--- src/logic/sup_pkg.sv ---
package sup_pkg;
  // Register offsets, byte wide data
  localparam logic [7:0] OFF_STATUS = 8'h00;
  localparam logic [7:0] OFF_OPT1 = 8'h01;
  localparam logic [7:0] OFF_OPT2 = 8'h02;
  localparam logic [7:0] OFF_PM1 = 8'h03;
  localparam logic [7:0] OFF_PM2 = 8'h04;
  localparam logic [7:0] OFF_WAKE = 8'h05;
  // Field positions
  localparam int ST_POR = 7;
  localparam int ST_WD = 5;
  localparam int ST_LV = 1;
  localparam int O1_EN = 7;
  localparam int O1_LONG = 6;
  localparam int O2_CLKS = 7;
  localparam int P1_FLAG = 7;
  localparam int P1_ACK = 6;
  localparam int P1_IE = 5;
  localparam int P1_RE = 4;
  localparam int P1_SE = 3;
  localparam int P1_DE = 2;
  localparam int P1_BG = 0;
  localparam int P2_FLAG = 7;
  localparam int P2_ACK = 6;
  localparam int P2_DET = 5;
  localparam int P2_WARN = 4;
  localparam int WK_FLAG = 7;
  localparam int WK_ACK = 6;
  localparam int WK_CLKS = 5;
  localparam int WK_IE = 4;
  // Reset values
  localparam logic [7:0] RST_OPT1 = 8'hc0;
  localparam logic [7:0] RST_OPT2 = 8'h00;
  localparam logic [7:0] RST_PM1 = 8'h1c;
  localparam logic [7:0] RST_PM2 = 8'h00;
  localparam logic [7:0] RST_WAKE = 8'h00;
  // Timing
  localparam int CLK_HZ = 100_000_000;
  localparam int SLOW_HZ = 32_000;
  localparam int FAST_DIV = CLK_HZ / SLOW_HZ;
  localparam int MS_HZ = 1_000;
  localparam int MS_DIV = CLK_HZ / MS_HZ;
  localparam int WD_W = 18;
  localparam logic [17:0] WD_OVF_32S = 18'h00400;
  localparam logic [17:0] WD_OVF_32L = 18'h02000;
  localparam logic [17:0] WD_OVF_BUSS = 18'h02000;
  localparam logic [17:0] WD_OVF_BUSL = 18'h3ffff;
  localparam int WK_W = 11;
  localparam logic [10:0] WK_PER [8] = '{11'h000, 11'h008,
    11'h020, 11'h040, 11'h080, 11'h100, 11'h200, 11'h400};
endpackage

--- src/logic/wake_if.sv ---
`timescale 1ns/1ns
`default_nettype none
interface wake_if;
  logic tick;
  logic [2:0] sel;
  logic ack;
  logic flag;
  modport ctl (output tick, output sel, output ack, input flag);
  modport tmr (input tick, input sel, input ack, output flag);
endinterface
`default_nettype wire

--- src/logic/tick_div.sv ---
`timescale 1ns/1ns
`default_nettype none
module tick_div import sup_pkg::*; #(
  parameter int DIV = FAST_DIV
) (
  // Clock and reset
  input wire logic clk,
  input wire logic rst_n,
  // One-cycle enable every DIV cycles
  output logic tick
);
  localparam int CW = $clog2(DIV);
  localparam logic [CW-1:0] LAST = CW'(DIV - 1);
  typedef struct packed {
    logic [CW-1:0] cnt;
    logic tick;
  } div_s;
  div_s st_r;
  div_s st_nxt;

  always_comb begin
    st_nxt = st_r;
    st_nxt.tick = (st_r.cnt == LAST);
    st_nxt.cnt = st_nxt.tick ? '0 : st_r.cnt + 1'b1;
  end

  always_ff @(posedge clk) begin
    if (!rst_n) begin
      st_r <= '0;
    end else begin
      st_r <= st_nxt;
    end
  end

  assign tick = st_r.tick;
endmodule
`default_nettype wire

--- src/logic/wakeup_timer.sv ---
`timescale 1ns/1ns
`default_nettype none
module wakeup_timer import sup_pkg::*; (
  // Clock and reset
  input wire logic clk,
  input wire logic rst_n,
  // Control side
  wake_if.tmr wk
);
  typedef struct packed {
    logic [WK_W-1:0] cnt;
    logic flag;
  } wk_s;
  wk_s st_r;
  wk_s st_nxt;
  logic hit;

  always_comb begin
    st_nxt = st_r;
    hit = 1'b0;
    if (wk.sel == 3'h0) begin
      st_nxt.cnt = '0;
    end else if (wk.tick) begin
      hit = (st_r.cnt == WK_PER[wk.sel] - 1'b1);
      st_nxt.cnt = hit ? '0 : st_r.cnt + 1'b1;
    end
    // Set beats acknowledge
    if (wk.ack) begin
      st_nxt.flag = 1'b0;
    end
    if (hit) begin
      st_nxt.flag = 1'b1;
    end
  end

  always_ff @(posedge clk) begin
    if (!rst_n) begin
      st_r <= '0;
    end else begin
      st_r <= st_nxt;
    end
  end

  assign wk.flag = st_r.flag;
endmodule
`default_nettype wire

--- src/logic/sys_supervisor.sv ---
// The implementer's own choices: strobed register access and the address map.
`timescale 1ns/1ns
`default_nettype none
module sys_supervisor import sup_pkg::*; #(
  parameter int MS_DIVIDE = MS_DIV
) (
  // Clock and reset
  input wire logic clk,
  input wire logic rst_n,
  // Register port
  input wire logic [7:0] addr,
  input wire logic [7:0] wdata,
  input wire logic wr_en,
  input wire logic rd_en,
  output logic [7:0] rdata,
  // System state
  input wire logic por_active,
  input wire logic bdm_halt,
  input wire logic stop_mode,
  input wire logic stop_deep,
  // Supply comparators, high when supply is below the trip
  input wire logic below_det_low,
  input wire logic below_det_high,
  input wire logic below_warn_low,
  input wire logic below_warn_high,
  // Outputs
  output logic sys_reset_req,
  output logic lowv_irq,
  output logic wakeup_irq,
  output logic bandgap_buffer_enable
);
  typedef struct packed {
    logic [7:0] rdata;
    logic [WD_W-1:0] wd_cnt;
    logic wd_fire;
    logic wd_cause;
    logic lv_cause;
    logic in_rst;
    logic [7:0] status;
    logic wd_en;
    logic wd_long;
    logic wd_clk_bus;
    logic opt1_lock;
    logic opt2_lock;
    logic pm1_lock;
    logic lv_flag;
    logic lv_ie;
    logic lv_re;
    logic lv_se;
    logic lv_de;
    logic bg_en;
    logic warn_flag;
    logic det_trip;
    logic warn_trip;
    logic below_q;
    logic stop_q;
    logic wk_clk_fast;
    logic wk_ie;
    logic [2:0] wk_sel;
  } sup_s;

  sup_s st_r;
  sup_s st_nxt;
  sup_s st_rst;
  logic tick_fast;
  logic tick_ms;
  logic wr_status;
  logic wr_opt1;
  logic wr_opt2;
  logic wr_pm1;
  logic wr_pm2;
  logic wr_wake;
  logic wd_step;
  logic [WD_W-1:0] wd_ovf;
  logic below_det;
  logic lv_active;
  logic lv_hold;
  logic [7:0] rd_mux;

  wake_if wk ();

  tick_div #(.DIV(FAST_DIV)) u_div_fast (
    .clk(clk),
    .rst_n(rst_n),
    .tick(tick_fast)
  );

  tick_div #(.DIV(MS_DIVIDE)) u_div_ms (
    .clk(clk),
    .rst_n(rst_n),
    .tick(tick_ms)
  );

  wakeup_timer u_wake (
    .clk(clk),
    .rst_n(rst_n),
    .wk(wk.tmr)
  );

  assign wr_status = wr_en && (addr == OFF_STATUS);
  assign wr_opt1 = wr_en && (addr == OFF_OPT1);
  assign wr_opt2 = wr_en && (addr == OFF_OPT2);
  assign wr_pm1 = wr_en && (addr == OFF_PM1);
  assign wr_pm2 = wr_en && (addr == OFF_PM2);
  assign wr_wake = wr_en && (addr == OFF_WAKE);

  // Deep stop only keeps the 1 kHz tick alive
  assign wk.tick = stop_deep ? (tick_ms && !st_r.wk_clk_fast)
                 : (st_r.wk_clk_fast ? tick_fast : tick_ms);
  assign wk.sel = st_r.wk_sel;
  assign wk.ack = wr_wake && wdata[WK_ACK];

  always_comb begin
    case ({st_r.wd_clk_bus, st_r.wd_long})
      2'b00: wd_ovf = WD_OVF_32S;
      2'b01: wd_ovf = WD_OVF_32L;
      2'b10: wd_ovf = WD_OVF_BUSS;
      // 2^18 does not fit 18 bits; overflow value is all ones, so the terminal count is all ones minus 1
      2'b11: wd_ovf = WD_OVF_BUSL;
      default: wd_ovf = WD_OVF_32L;
    endcase
  end

  assign wd_step = st_r.wd_en && !bdm_halt
                && !stop_mode
                && (st_r.wd_clk_bus || tick_fast);
  assign below_det = st_r.det_trip ? below_det_high : below_det_low;
  assign lv_active = st_r.lv_de && (!stop_mode || st_r.lv_se);
  assign lv_hold = st_r.lv_de && st_r.lv_re
                && (st_r.lv_flag || below_det);

  always_comb begin
    case (addr)
      OFF_STATUS: rd_mux = st_r.status;
      OFF_OPT1: rd_mux = {st_r.wd_en, st_r.wd_long, 6'h00};
      OFF_OPT2: rd_mux = {st_r.wd_clk_bus, 7'h00};
      OFF_PM1: rd_mux = {st_r.lv_flag, 1'b0, st_r.lv_ie, st_r.lv_re,
                         st_r.lv_se, st_r.lv_de, 1'b0, st_r.bg_en};
      OFF_PM2: rd_mux = {st_r.warn_flag, 1'b0, st_r.det_trip,
                         st_r.warn_trip, 4'h0};
      OFF_WAKE: rd_mux = {wk.flag, 1'b0, st_r.wk_clk_fast, st_r.wk_ie,
                          1'b0, st_r.wk_sel};
      default: rd_mux = 8'h00;
    endcase
  end

  always_comb begin
    st_nxt = st_r;
    st_nxt.in_rst = 1'b0;
    st_nxt.wd_fire = 1'b0;
    st_nxt.below_q = below_det;
    st_nxt.stop_q = stop_mode;
    st_nxt.rdata = rd_en ? rd_mux : 8'h00;
    // Watchdog
    if (wd_step) begin
      if (st_r.wd_cnt == wd_ovf - 1'b1) begin
        st_nxt.wd_fire = 1'b1;
        st_nxt.wd_cause = 1'b1;
        st_nxt.wd_cnt = '0;
      end else begin
        st_nxt.wd_cnt = st_r.wd_cnt + 1'b1;
      end
    end
    if (stop_mode && !st_r.wd_clk_bus) begin
      st_nxt.wd_cnt = '0;
    end
    if (wr_status || (wr_opt1 && !st_r.opt1_lock)
        || (wr_opt2 && !st_r.opt2_lock)) begin
      st_nxt.wd_cnt = '0;
    end
    // Write-once option registers
    if (wr_opt1 && !st_r.opt1_lock) begin
      st_nxt.opt1_lock = 1'b1;
      st_nxt.wd_en = wdata[O1_EN];
      st_nxt.wd_long = wdata[O1_LONG];
    end
    if (wr_opt2 && !st_r.opt2_lock) begin
      st_nxt.opt2_lock = 1'b1;
      st_nxt.wd_clk_bus = wdata[O2_CLKS];
    end
    // Low-voltage control
    if (wr_pm1) begin
      st_nxt.lv_ie = wdata[P1_IE];
      st_nxt.lv_se = wdata[P1_SE];
      st_nxt.bg_en = wdata[P1_BG];
      if (!st_r.pm1_lock) begin
        st_nxt.pm1_lock = 1'b1;
        st_nxt.lv_re = wdata[P1_RE];
        st_nxt.lv_de = wdata[P1_DE];
      end
      if (wdata[P1_ACK]) begin
        st_nxt.lv_flag = 1'b0;
      end
    end
    if (lv_active && below_det && !st_r.below_q) begin
      st_nxt.lv_flag = 1'b1;
    end
    if (lv_hold) begin
      st_nxt.lv_cause = 1'b1;
    end
    // Warning flag, no interrupt path
    if (wr_pm2) begin
      st_nxt.det_trip = wdata[P2_DET];
      st_nxt.warn_trip = wdata[P2_WARN];
      if (wdata[P2_ACK]) begin
        st_nxt.warn_flag = 1'b0;
      end
    end
    if (st_r.warn_trip ? below_warn_high : below_warn_low) begin
      st_nxt.warn_flag = 1'b1;
    end
    // Periodic wakeup control
    if (wr_wake) begin
      st_nxt.wk_clk_fast = wdata[WK_CLKS];
      st_nxt.wk_ie = wdata[WK_IE];
      st_nxt.wk_sel = wdata[2:0];
    end
  end

  // Reset image; status gathers the cause across the reset
  always_comb begin
    st_rst = '0;
    st_rst.in_rst = 1'b1;
    st_rst.wd_en = RST_OPT1[O1_EN];
    st_rst.wd_long = RST_OPT1[O1_LONG];
    st_rst.wd_clk_bus = RST_OPT2[O2_CLKS];
    st_rst.lv_re = RST_PM1[P1_RE];
    st_rst.lv_se = RST_PM1[P1_SE];
    st_rst.lv_de = RST_PM1[P1_DE];
    st_rst.det_trip = RST_PM2[P2_DET];
    st_rst.warn_trip = RST_PM2[P2_WARN];
    st_rst.wk_ie = RST_WAKE[WK_IE];
    // Power-on starts a fresh record, so no stale or unknown bits survive
    st_rst.status = (st_r.in_rst && !por_active) ? st_r.status : 8'h00;
    st_rst.status[ST_POR] = st_rst.status[ST_POR] | por_active;
    st_rst.status[ST_WD] = st_rst.status[ST_WD] | st_r.wd_cause;
    st_rst.status[ST_LV] = st_rst.status[ST_LV] | por_active
                         | st_r.lv_cause;
  end

  always_ff @(posedge clk) begin
    if (!rst_n) begin
      st_r <= st_rst;
    end else begin
      st_r <= st_nxt;
    end
  end

  assign rdata = st_r.rdata;
  assign sys_reset_req = st_r.wd_fire || lv_hold;
  assign lowv_irq = st_r.lv_flag && st_r.lv_ie && st_r.lv_de
                 && !st_r.lv_re;
  assign wakeup_irq = wk.flag && st_r.wk_ie && (st_r.wk_sel != 3'h0);
  assign bandgap_buffer_enable = st_r.bg_en;
endmodule
`default_nettype wire

--- config.mk ---
export PLATFORM = sky130hd
export DESIGN_NAME = sys_supervisor
export DESIGN_NICKNAME = d
export VERILOG_FILES = /design/src/logic/sup_pkg.sv /design/src/logic/wake_if.sv /design/src/logic/tick_div.sv /design/src/logic/wakeup_timer.sv /design/src/logic/sys_supervisor.sv
export SDC_FILE = /design/constraint.sdc
export NUM_CORES = 1
export LEC_CHECK = 0
export ABC_CLOCK_PERIOD_IN_PS = 2650
export BUFFER_PORTS_ARGS = -buffer_cell sky130_fd_sc_hd__buf_2
export CAP_MARGIN = 20
export CORE_MARGIN = 2
export CORE_UTILIZATION = 35
export DETAILED_ROUTE_END_ITERATION = 12
export SLEW_MARGIN = 20
export SYNTH_ARGS = -nofsm -noshare
export SYNTH_HDL_FRONTEND = slang
export SYNTH_SLANG_ARGS = --single-unit
export TNS_END_PERCENT = 1
--- constraint.sdc ---
create_clock -name clk -period 2.65 [get_ports clk]
set_clock_uncertainty 0.15 [all_clocks]
set_input_delay 0.53 -clock clk [delete_from_list [all_inputs] [get_ports clk]]
set_output_delay 0.53 -clock clk [all_outputs]
set_load 0.05 [all_outputs]
# Word level (Yosys, flattened, before mapping)
# Memory sizes are Yosys's and may differ from the RTL's.
# Cells that the tools add are included.
dict set report word_totals {
  register_bits 97
  rom_bits 88
  inputBits 28
  n_memories 1
}
dict set report classes {
  n_addsub 6
  magnitude_cmp 1
  eq_ne 12
  muxes 29
  bitwise 7
  reduce_logical 60
}
# name words width rd rd_clocked_by_memory_dff write_ports line
set mem_list {}
lappend mem_list {{(no name shown)} 8 11 1 0 0 wakeup_timer.sv:24} ;# hit = (st_r.cnt == WK_PER[wk.sel] - 1'b1);
# op n
set ops {}
lappend ops {{$pmux W18 S3} 1}
lappend ops {{$pmux W8 S6} 1}
lappend ops {{$mux W11} 3}
lappend ops {{$mux W31} 1}
lappend ops {{$logic_and A1 B1 Y1} 25}
lappend ops {{$add A18 B1 Y18 const B} 1}
lappend ops {{$eq A18 B18 Y1} 1}
lappend ops {{$mux W18} 1}
lappend ops {{$sub A18 B1 Y18 const B} 1}
lappend ops {{$add A17 B1 Y17 const B} 1}
lappend ops {{$eq A17 B17 Y1 const B} 1}
lappend ops {{$eq A8 B2 Y1 const B} 2}
lappend ops {{$eq A8 B3 Y1 const B} 2}
lappend ops {{$mux W1} 16}
lappend ops {{$add A12 B1 Y12 const B} 1}
lappend ops {{$eq A12 B12 Y1 const B} 1}
lappend ops {{$reduce_and A2 Y1} 6}
lappend ops {{$add A11 B1 Y11 const B} 1}
lappend ops {{$eq A11 B11 Y1} 1}
lappend ops {{$sub A11 B1 Y11 const B} 1}
lappend ops {{$reduce_bool A2 Y1} 5}
lappend ops {{$logic_not A1 Y1} 9}
lappend ops {{$eq A8 B1 Y1 const B} 1}
lappend ops {{$logic_not A8 Y1} 1}
lappend ops {{17 further kinds} 31}

# Longest topological paths before layout
# Gate-level depths: netlist (run 1).
dict set report depth {
  depth_word 9
  depth_mapped 8
}

# By module
# A second synthesis (run 1) with hierarchy kept.
dict set report unflattened {
  hier_cells 546
  area_unflattened_um2 4829.6
}
# module n_inst cells_each area_each_um2 seq_area_each_um2
set by_module_without_submodules {}
lappend by_module_without_submodules {sys_supervisor 1 296 2596.2 1111.1}
lappend by_module_without_submodules {wakeup_timer 1 97 840.8 240.2}
lappend by_module_without_submodules {{tick_div (u_div_ms)} 1 88 799.5 360.3}
lappend by_module_without_submodules {{tick_div (u_div_fast)} 1 65 593.1 260.2}

# Worst setup path after synthesis (run 1)
# Ideal clock, no wire load.
dict set report synth_path {
  path_kind {reg2reg}
  start {register st_r, in the netlist wk.sel[1]}
  end {register u_wake.st_r[10] (netlist name)}
  setup_ps 150
  arrival_time_ps 2320
  required_time_ps 2350
  setup_slack_ps 29
  path_stages_with_launch 9
  period_less_slack_ps 2621
  path_cell_list {dfxtp_1 clkbuf_1 or3b_2 ha_1 and4b_1 a21oi_1 xnor2_1 nor4_2 nor3_1}
}
dict set report synth_between {
  elab_chain_len 7
  elab_cells_between_ends 9
  cone_classes {1 x add/sub; 1 x eq/ne; 3 x mux; 1 x bitwise; 2 x reduce/logical; 1 x memory}
}
# element line
set synth_lines {}
lappend synth_lines {{start, declared} sys_supervisor.sv:62} ;# sup_s st_r;
lappend synth_lines {{start signal, assigned} sys_supervisor.sv:243} ;# st_r <= st_rst;
lappend synth_lines {{start signal, assigned} sys_supervisor.sv:245} ;# st_r <= st_nxt;
lappend synth_lines {{$not A3 Y4 (not written as such)} wakeup_timer.sv:24}
lappend synth_lines {{$mem_v2 Z8 W11} --}
lappend synth_lines {{$mux W11 (not written as such) (2 in series)} wakeup_timer.sv:24}
lappend synth_lines {{$sub A11 B1 Y11} wakeup_timer.sv:24}
lappend synth_lines {{$eq A11 B11 Y1} wakeup_timer.sv:24}
lappend synth_lines {{$mux W11} wakeup_timer.sv:25} ;# st_nxt.cnt = hit ? '0 : st_r.cnt + 1'b1;
lappend synth_lines {{end signal, assigned} wakeup_timer.sv:40} ;# st_r <= st_nxt;
lappend synth_lines {{end, declared} wakeup_timer.sv:14} ;# wk_s st_r;
# Several ways; a longest one is shown, not always the timed one. The select of a mux whose other input is x is not followed.
# A chain may end at the register's enable or synchronous reset.

# Worst setup path in the final report (run 1)
dict set report layout_path {
  start {register st_r[8] (netlist name)}
  end {output port sys_reset_req}
}
dict set report layout_between {
  elab_chain_len 4
}
# element line
set layout_lines {}
lappend layout_lines {{$mux W1} sys_supervisor.sv:127} ;# assign below_det = st_r.det_trip ? below_det_high : below_det_low;
lappend layout_lines {{$logic_or A1 B1 Y1} sys_supervisor.sv:130} ;# && (st_r.lv_flag || below_det);
lappend layout_lines {{$logic_and A1 B1 Y1} sys_supervisor.sv:130}
lappend layout_lines {{$logic_or A1 B1 Y1} sys_supervisor.sv:250} ;# assign sys_reset_req = st_r.wd_fire || lv_hold;
lappend layout_lines {{end, declared} sys_supervisor.sv:27} ;# output logic sys_reset_req,
# No other way between the ends.

==> impl_metrics.csv, run 1 <==
group,metric,value,unit
status,status,"finished clean",
worst_hold_path,min_path_type,"in -> reg",
timing,timing.final.crit_share,92.4,%
placement,portBuffers,39,
yosys,ys.flop_type,"dfxtp_1",
final_layout,drive_gt1_share,16.2,%
setup_path,path_buf_inv,1,
timing,period_minus_slack,2.45,ns
global_route,antenna_found_initial,0,
cts,cts_max_level,3,
setup_path,path_delay_family,"flip-flops",
timing,fin_ws,0.201,ns
cts,cts_setup_buffers,0,
run,max-cap-violations,0,
placement,gp_congestion,0.836,
floorplan,die_w,118,um
cts,ctsHoldBuffers,0,
timing,rsz0062_at_grt,"no",
global_route,busiest_layer,"met2",
power,vdd_ir_drop_max,0.324,mV
final_layout,n_fill_cell,1297,
placement,preCtsSetupSlack,-0.0852,ns
yosys,syn_inst,522,
timing,slew_headroom,45.6,%
route,drt_first_iter_violations,300,
route,wl_per_cell,13.3,um
setup_path,cp_slowest_cell,"dfxtp_1",
setup_path,cp_cell_sequence,"mux2_2 -> o211ai_1 -> nand2b_1 -> buf_2",
route,postRouteAntennaNets,0,
power,p_leak,1.90,nW
setup_path,critical_path_class,"reg -> out",
final_layout,nNetsFinal,597,
placement,hpwl,7300,um
route,viasPerCell,5.03,
setup_path,crit_arrival,1.77,ns
timing,finalMaxSlewViolations,0,
setup_path,critPathCaptureType,"output port",
cts,cts_root_buffer,"clkbuf_16",
route,drcViolationCount,0,
yosys,syn-num-nets,556,
cts,cts_tree,"yes",
power,powerDensity,556,nW/um^2
floorplan,core-area,12700,sq um
yosys,async_reset_ff_share,0,%
cts,cts-buffers-inserted,9,
floorplan,initial_core_util,35.9,%
global_route,grt.met3_usage,2.96,%
route,routed-via-count,3725,
yosys,syn_area,4550,sq um
timing,finalHoldViolations,0,
global_route,grt_pass1_vias,3493,
yosys,synth_enable_flop_cells,3,
placement,dp.cells,724,
setup_path,worst_setup_path_start_kind,"flip-flop",
floorplan,die_y,118,um
global_route,grt_usage,14.9,%
global_route,grt.met2_usage,22.6,%
global_route,overflow,0,
cts,clockBufferDepth,2,
global_route,grt_max_degree,25,
final_layout,area_growth,15.8,%
cts,clk_latency,0.34,ns
yosys,ys_types,60,
floorplan,core.rowCount,41,
cts,ctsResizeCount,0,
route,first_pass_iters,4,
global_route,grt_pass1_wl,16900,um
setup_path,cp.required,1.97,ns
floorplan,io-pin-count,40,
route,wirelength,9870,um
timing,setup_violations,0,
timing,tightest_slew,0.815,ns
final_layout,diodes,0,
yosys,avgSynthCellArea,8.72,sq um
floorplan,die_area,13900,sq um
final_layout,final_cells,740,
global_route,grt_util_met1,20.9,%
setup_path,critPathMaxStageDelay,0.41,ns
yosys,synth-seq-area-share,43.3,%
yosys,synth_seq_cells,97,
timing,fmax,0.408,GHz
setup_path,worstPathMaxFanout,3,
yosys,yosys_warnings,0,
cts,clk_pin_slew_worst_paths,0.06,ns
cts,cts.sinks,97,
==> cell usage in the layout, fill, tap and decap left out, drive strengths merged, types with 10 or more instances in the layout <==
cell type / synthesis / layout
mux2i: 11 / 11
nand2: 49 / 49
o21ai: 10 / 10
a21oi: 19 / 19
nand4: 15 / 15
dfxtp: 94 / 94
inv: 19 / 19
nand3: 27 / 27
buf: 13 / 57
nor4: 15 / 15
nor3: 17 / 17
nor2: 77 / 77
xor2: 27 / 27
clkbuf: 14 / 11
xnor2: 23 / 23
==> tightest hold or removal path, cell delays in order <==
cell and delay [ns]:
buf_2 0.09, nand2_1 0.04, o211ai_1 0.08
==> power by group <==
group	switching, W	internal [W]
sequential	0.0000132	0.00148
combinational	0.0000751	0.0000483
clock	0.000534	0.000779
==> kinds of logic after synthesis <==
kind of cell / after synthesis / share of synthesized area, %
DFF: 97 / 43.3
AOI/OAI and AO/OA: 57 / 8.61
muxes: 13 / 3.16
adders and majority gates: 6 / 1.65
buffers and inverters: 46 / 4.81
and+or+nand+nor: 253 / 28.8
xor gates and xnor gates: 50 / 9.62
==> cell usage after synthesis, drive strengths merged, types with 3 or more instances <==
master / count / share of area [%]
dfxtp: 94 / 41
o211ai: 5 / 0.82
nand4: 15 / 2.1
inv: 19 / 1.6
o2111ai: 3 / 0.58
o21ai: 10 / 1.1
clkbuf: 14 / 1.2
nor3: 17 / 2.1
nand2: 49 / 4.0
xnor2: 23 / 4.4
buf: 13 / 2.1
o21a: 3 / 0.49
and4: 7 / 1.3
mux2i: 11 / 2.4
or2: 3 / 0.41
or3b: 3 / 0.58
a21oi: 19 / 2.1
ha: 6 / 1.6
nor2: 77 / 6.4
xor2: 27 / 5.2
a22oi: 3 / 0.49
or3: 7 / 0.96
edfxtp: 3 / 2.0
or4: 3 / 0.58
nor2b: 5 / 0.69
nand3: 27 / 3.0
and3: 7 / 0.96
nand2b: 3 / 0.41
o31ai: 3 / 0.49
nor4: 15 / 2.3
==> state kept, by name, indices dropped and copies added, names as in the netlist <==
| signal | flops |
|---|---|
| u_div_ms.tick | 1 |
| u_div_fast.tick | 1 |
| u_div_fast.st_r | 12 |
| u_wake.st_r | 11 |
| u_div_ms.st_r | 17 |
| st_r | 39 |
| bandgap_buffer_enable | 1 |
| wk.sel | 3 |
| rdata | 8 |
| st_nxt | 3 |
| u_wake.wk.flag | 1 |
==> routing by layer <==
| metal | vias to the layer above | part of all wire [%] |
|---|---|---|
| li1 | 1905 | - |
| met1 | 1733 | 50 |
| met2 | 77 | 44 |
| met3 | 10 | 4.3 |
| met4 | 0 | 1.4 |
| met5 | - | 0 |
==> stage by stage <==
stage / utilization (%) / area (sq um) / total power, W / setup TNS, ns / hold slack (ns)
floorplan: - / 4550 / 0.00160 / 0 / 0.276
global placement: 39.2 / 4960 / 0.00165 / -0.00964 / 0.290
detailed placement: 39.2 / 4960 / 0.00165 / -0.372 / 0.302
CTS: 41.6 / 5270 / 0.00297 / 0 / 0.283
global route: 41.6 / 5270 / 0.00304 / 0 / 0.308
finish: 41.6 / 5270 / 0.00293 / 0 / 0.291
==> cell type report <==
type | count | area (sq um) | share of cell area [%]
clock inverters | 5 | 53.8 | 1.02
inverters | 19 | 71.3 | 1.35
flip-flops and latches | 97 | 1970 | 37.4
multi-input cells | 379 | 2360 | 44.8
clock buffers | 11 | 253 | 4.80
well taps | 172 | 215 | 4.09
repair buffers | 57 | 343 | 6.51
==> final timing paths <==
check | end | slack, ns | depth (start not counted) | startpoint
min | st_r[12]$_SDFFE_PN1P_ | 0.29 | 3 | wdata[3]
min reg2reg | st_r[31]$_SDFFE_PN0P_ | 0.31 | 2 | st_r[31]$_SDFFE_PN0P_
max reg2reg | u_wake.st_r[9]$_SDFFE_PP0P_ | 0.27 | 8 | wk.sel[2]$_SDFFE_PN0P_
max | sys_reset_req | 0.20 | 4 | st_r[8]$_SDFFE_PN0P_
(Power assumes the default switching activity.)
==> run 2: changes to the inputs <==
Settings changed: MAX_ROUTING_LAYER set to met4.
==> impl_metrics.csv, run 2 (synthesis gave the netlist of run 1 again) <==
group,metric,value,unit
timing,fmax,0.409,GHz
floorplan,core.rowCount,41,
power,powerDensity,556,nW/um^2
worst_hold_path,min_path_type,"in -> reg",
cts,cts_max_level,3,
setup_path,critPathMaxStageDelay,0.41,ns
final_layout,top_register,"st_r",
final_layout,area_growth,15.8,%
timing,rsz0062_at_grt,"no",
timing,tightest_slew,0.811,ns
timing,fin_ws,0.204,ns
setup_path,path_buf_inv,1,
route,first_pass_iters,4,
timing,finalSetupTns,0,ns
power,seq_power_share,51.1,%
global_route,grt_usage,15.3,%
route,wl_per_cell,13.3,um
setup_path,critical_path_class,"reg -> out",
worst_hold_path,hold_depth,3,
final_layout,diodes,0,
cts,cts.sinks,97,
setup_path,reg2reg_depth,8,
setup_path,startpoint,"st_r[8]$_SDFFE_PN0P_",
setup_path,cp_slowest_cell,"dfxtp_1",
setup_path,cp_cell_sequence,"mux2_2 -> o211ai_1 -> nand2b_1 -> buf_2",
setup_path,r2r_start,"wk.sel[2]$_SDFFE_PN0P_",
cts,cts_root_buffer,"clkbuf_16",
final_layout,design_area,5270,sq um
cts,clk_latency,0.34,ns
placement,hpwl,7300,um
power,totalPowerFinal,0.00293,W
placement,place_area,4960,sq um
floorplan,die_area,13900,sq um
final_layout,n_fill_cell,1297,
cts,clk_pin_slew_worst_paths,0.06,ns
power,p_int,0.00231,W
power,vdd_ir_drop_max,0.323,mV
floorplan,initial_core_util,35.9,%
global_route,grt_pass1_vias,3488,
final_layout,nNetsFinal,597,
power,switching_share,21.1,%
setup_path,cp-endpoint,"sys_reset_req",
global_route,grt_max_degree,25,
final_layout,top_regs,"st_r: 39 flops, u_div_ms.st_r: 17 flops, u_div_fast.st_r: 12 flops",
floorplan,die_y,118,um
route,viasPerCell,5.05,
run,max-cap-violations,0,
placement,preCtsSetupSlack,-0.0852,ns
power,power_switching,0.000618,W
route,drcViolationCount,0,
final_layout,final_common_cell,"dfxtp_1",
timing,finalMaxSlewViolations,0,
cts,ctsResizeCount,0,
timing,timing.final.crit_share,92.3,%
power,pwr-share-clk,44.7,%
floorplan,die_w,118,um
cts,cts-buffers-inserted,9,
setup_path,r2r-end,"u_wake.st_r[9]$_SDFFE_PP0P_",
setup_path,cp.required,1.97,ns
floorplan,io-pin-count,40,
route,routed-via-count,3735,
cts,clockBufferDepth,2,
final_layout,fin_util,41.6,%
timing,finalHoldViolations,0,
timing,setup_violations,0,
route,drt_first_iter_violations,295,
global_route,overflow,0,
placement,gp_congestion,0.849,
status,status,"finished clean",
floorplan,core-area,12700,sq um
global_route,grt_pass1_wl,16900,um
power,combPwrFrac,4.2,%
cts,cts_setup_buffers,0,
timing,period_minus_slack,2.45,ns
placement,portBuffers,39,
setup_path,rrSetupSlack,0.27,ns
final_layout,largest_reg_flops,39,
timing,slew_headroom,45.8,%
final_layout,final_cell_mix,"dfxtp_1 (94), nor2_1 (76), nand2_1 (49), buf_2 (39)",
power,p_leak,1.90,nW
setup_path,worst_setup_path_start_kind,"flip-flop",
global_route,antenna_found_initial,0,
setup_path,crit_arrival,1.77,ns
cts,cts_tree,"yes",
setup_path,critPathCaptureType,"output port",
cts,ctsHoldBuffers,0,
route,wirelength,9840,um
setup_path,worstPathMaxFanout,3,
route,postRouteAntennaNets,0,
setup_path,path_delay_family,"flip-flops",
final_layout,drive_gt1_share,16.2,%
setup_path,critical_path_depth,4,
[run 2: cell counts in the layout (fill, tap and decap cells not counted)]
Identical to the previous run, type by type.
[run 2: worst reg2reg max path, cell delays in order (launching register included)]
cell     delay [ns]
dfxtp_1        0.38
or3b_2         0.50
ha_1           0.25
and4b_1        0.24
a21oi_1        0.05
xnor2_1        0.14
nor4_2         0.25
buf_4          0.22
nor3_1         0.07
[run 2: metrics by stage]
stage / hold slack (ns) / cells
after floorplan: 0.276 / 522
after global placement: 0.290 / 724
after detailed placement: 0.302 / 724
after CTS: 0.283 / 740
after global routing: 0.308 / 740
final: 0.292 / 740
[run 2: cell type report]
| class | count | area, sq um | area share [%] |
|---|---|---|---|
| Multi-Input combinational cell | 379 | 2360 | 44.8 |
| Sequential cell | 97 | 1970 | 37.4 |
| Timing Repair Buffer | 57 | 343 | 6.51 |
| Clock buffer | 11 | 253 | 4.80 |
| Tap cell | 172 | 215 | 4.09 |
| Inverter | 19 | 71.3 | 1.35 |
| Clock inverter | 5 | 53.8 | 1.02 |
[run 2: worst min-delay path by stage]
stage / startpoint / endpoint
4_1_cts: wdata[3] / st_r[12]$_SDFFE_PN1P_
5_1_grt: wdata[7] / st_r[21]$_SDFFE_PN1P_
2_1_floorplan: u_div_ms.st_r[1]$_SDFF_PP0_ / u_div_ms.st_r[1]$_SDFF_PP0_
6_report: wdata[3] / st_r[12]$_SDFFE_PN1P_
3_3_place_gp: u_div_ms.st_r[1]$_SDFF_PP0_ / u_div_ms.st_r[1]$_SDFF_PP0_
3_5_place_dp: st_r[31]$_SDFFE_PN0P_ / st_r[31]$_SDFFE_PN0P_
[run 2: metal layers]
metal / up-vias / part of all wire (%) / GRT usage (%)
met1: 1745 / 50 / 20.9
met2: 77 / 44 / 22.6
met4: 0 / 1.4 / 5.42
met3: 10 / 4.4 / 2.96
met5: - / 0 / -
li1: 1903 / - / -
[run 2: power groups by stage]
stage | registers, W | logic (W) | clock network (W)
3_5_place_dp | 0.00153 | 0.000124 | 0
6_report | 0.00149 | 0.000123 | 0.00131
5_1_grt | 0.00150 | 0.000137 | 0.00141
4_1_cts | 0.00149 | 0.000125 | 0.00135
2_1_floorplan | 0.00152 | 0.0000753 | 0
3_3_place_gp | 0.00153 | 0.000122 | 0
==> run 3: changes to the inputs <==
Settings changed: ABC_CLOCK_PERIOD_IN_PS 2650 to 2550.
Clock period 2.65 ns to 2.55 ns, I/O delays scaled along.
==> impl_metrics.csv, run 3 (synthesis gave the netlist of run 1 again) <==
group,metric,value,unit
power,seq_power_share,50.6,%
run,max-cap-violations,0,
floorplan,io-pin-count,40,
route,routed-via-count,3727,
floorplan,core.rowCount,41,
floorplan,die_w,118,um
timing,timing.final.crit_share,95.1,%
final_layout,largest_reg_flops,39,
timing,fmax,0.412,GHz
global_route,antenna_found_initial,0,
power,pwr-share-clk,45.1,%
final_layout,final_cell_mix,"dfxtp_1 (94), nor2_1 (76), nand2_1 (49), buf_2 (39)",
setup_path,critical_path_class,"reg -> out",
global_route,grt_usage,15.4,%
route,first_pass_iters,6,
power,p_int,0.00243,W
cts,clk_pin_slew_worst_paths,0.06,ns
floorplan,core-area,12700,sq um
placement,gp_congestion,0.859,
setup_path,r2r-end,"u_wake.wk.flag$_SDFFE_PN0P_",
power,vdd_ir_drop_max,0.339,mV
setup_path,crit_arrival,1.76,ns
floorplan,die_y,118,um
power,power_switching,0.000637,W
status,status,"finished clean",
power,powerDensity,579,nW/um^2
timing,setup_violations,0,
setup_path,path_delay_family,"flip-flops",
setup_path,path_buf_inv,2,
setup_path,r2r_start,"wk.sel[2]$_SDFFE_PN0P_",
timing,slew_headroom,52.4,%
route,viasPerCell,5.01,
placement,dp.cells,727,
worst_hold_path,min_path_type,"in -> reg",
final_layout,nNetsFinal,601,
global_route,grt_max_degree,17,
route,drcViolationCount,0,
setup_path,cp.required,1.89,ns
setup_path,worstPathMaxFanout,3,
timing,rsz0062_at_grt,"no",
placement,hpwl,7330,um
worst_hold_path,hold_depth,3,
cts,cts_root_buffer,"clkbuf_16",
floorplan,initial_core_util,35.9,%
global_route,overflow,0,
timing,finalHoldViolations,0,
setup_path,cp_cell_sequence,"mux2_2 -> o211ai_1 -> buf_4 -> nand2b_1 -> buf_2",
timing,hold_ws,0.276,ns
final_layout,design_area,5300,sq um
setup_path,reg2reg_depth,8,
cts,clk_latency,0.34,ns
route,wl_per_cell,13.3,um
placement,portBuffers,39,
cts,cts-buffers-inserted,9,
route,postRouteAntennaNets,0,
cts,clockBufferDepth,2,
timing,period_minus_slack,2.42,ns
placement,place_area,4980,sq um
setup_path,critPathCaptureType,"output port",
final_layout,final_cells,744,
final_layout,area_growth,16.5,%
cts,cts_max_level,3,
setup_path,worst_setup_path_start_kind,"flip-flop",
worst_hold_path,min_to,"st_r[12]$_SDFFE_PN1P_",
final_layout,diodes,0,
setup_path,rrSetupSlack,0.14,ns
power,p_leak,1.93,nW
floorplan,die_area,13900,sq um
route,wirelength,9870,um
setup_path,cp_slowest_cell,"dfxtp_1",
final_layout,final_common_cell,"dfxtp_1",
power,switching_share,20.8,%
final_layout,drive_gt1_share,16.6,%
setup_path,critPathMaxStageDelay,0.40,ns
route,drt_first_iter_violations,304,
final_layout,top_register,"st_r",
power,combPwrFrac,4.2,%
global_route,grt_pass1_wl,16900,um
global_route,grt_pass1_vias,3489,
timing,tightest_slew,0.714,ns
cts,cts.sinks,97,
final_layout,top_regs,"st_r: 39 flops, u_div_ms.st_r: 17 flops, u_div_fast.st_r: 12 flops",
cts,cts_tree,"yes",
timing,finalMaxSlewViolations,0,
worst_hold_path,min-delay-start,"wdata[3]",
==> run 3: how the worst max path moves through the flow <==
stage,start,to,slack (ns),cells after the start
3_5_place_dp,addr[5],st_r[11]$_SDFFE_PN1P_,-0.09,7
5_1_grt,wk.sel[2]$_SDFFE_PN0P_,u_wake.wk.flag$_SDFFE_PN0P_,0.04,8
2_1_floorplan,addr[5],st_r[51]$_SDFFE_PP0P_,0.002,7
4_1_cts,st_r[8]$_SDFFE_PN0P_,sys_reset_req,0.05,4
3_3_place_gp,addr[5],st_r[11]$_SDFFE_PN1P_,-0.07,7
6_report,st_r[8]$_SDFFE_PN0P_,sys_reset_req,0.13,5
==> run 3: routing by layer <==
layer  up-vias  wire, um  global-route usage (%)
met5         -         0                       -
met4         0       216                    7.30
met3        15       437                    2.57
met2        80      4310                    23.0
met1      1722      4900                    20.4
li1       1910         -                       -
==> run 3: layout make-up <==
class	instances	area [sq um]
inverter	19	71.3
fill	1306	7370
sequential	97	1970
clock buffer	14	274
timing repair buffer	61	360
tap	172	215
clock inverter	2	35.0
multi-input combinational	379	2370
==> run 3: what timing repair did <==
item / 4_1_cts / 5_1_grt
setup buffers: 0 / 1
hold buffers: 0 / 0
endpoints found under the hold margin: 0 / 0
setup endpoints to repair: 0 / 3
gates resized for setup: 0 / 1
==> run 3: per-stage QoR <==
stage               power [W]  setup slack, ns  setup TNS (ns)  utilization (%)
floorplan             0.00166          0.00208               0                -
global placement      0.00171          -0.0679           -1.06             39.3
detailed placement    0.00172          -0.0939           -1.44             39.3
CTS                   0.00310           0.0519               0             41.7
global route          0.00319           0.0367               0             41.8
finish                0.00307            0.125               0             41.8
==> run 3: power groups by stage <==
| stage | logic, W | clock network, W | registers (W) |
|---|---|---|---|
| after floorplan | 0.0000783 | 0 | 0.00158 |
| after global placement | 0.000128 | 0 | 0.00159 |
| after detailed placement | 0.000129 | 0 | 0.00159 |
| after CTS | 0.000130 | 0.00142 | 0.00155 |
| after global routing | 0.000147 | 0.00149 | 0.00155 |
| final | 0.000130 | 0.00139 | 0.00155 |
==> run 3: worst reg2reg max path: stages, from the launching register on <==
cell	delay [ns]
dfxtp_1	0.35
or3b_2	0.49
ha_1	0.26
and4b_1	0.27
a21oi_2	0.05
xnor2_1	0.25
nor4_4	0.09
buf_4	0.18
a32o_1	0.20
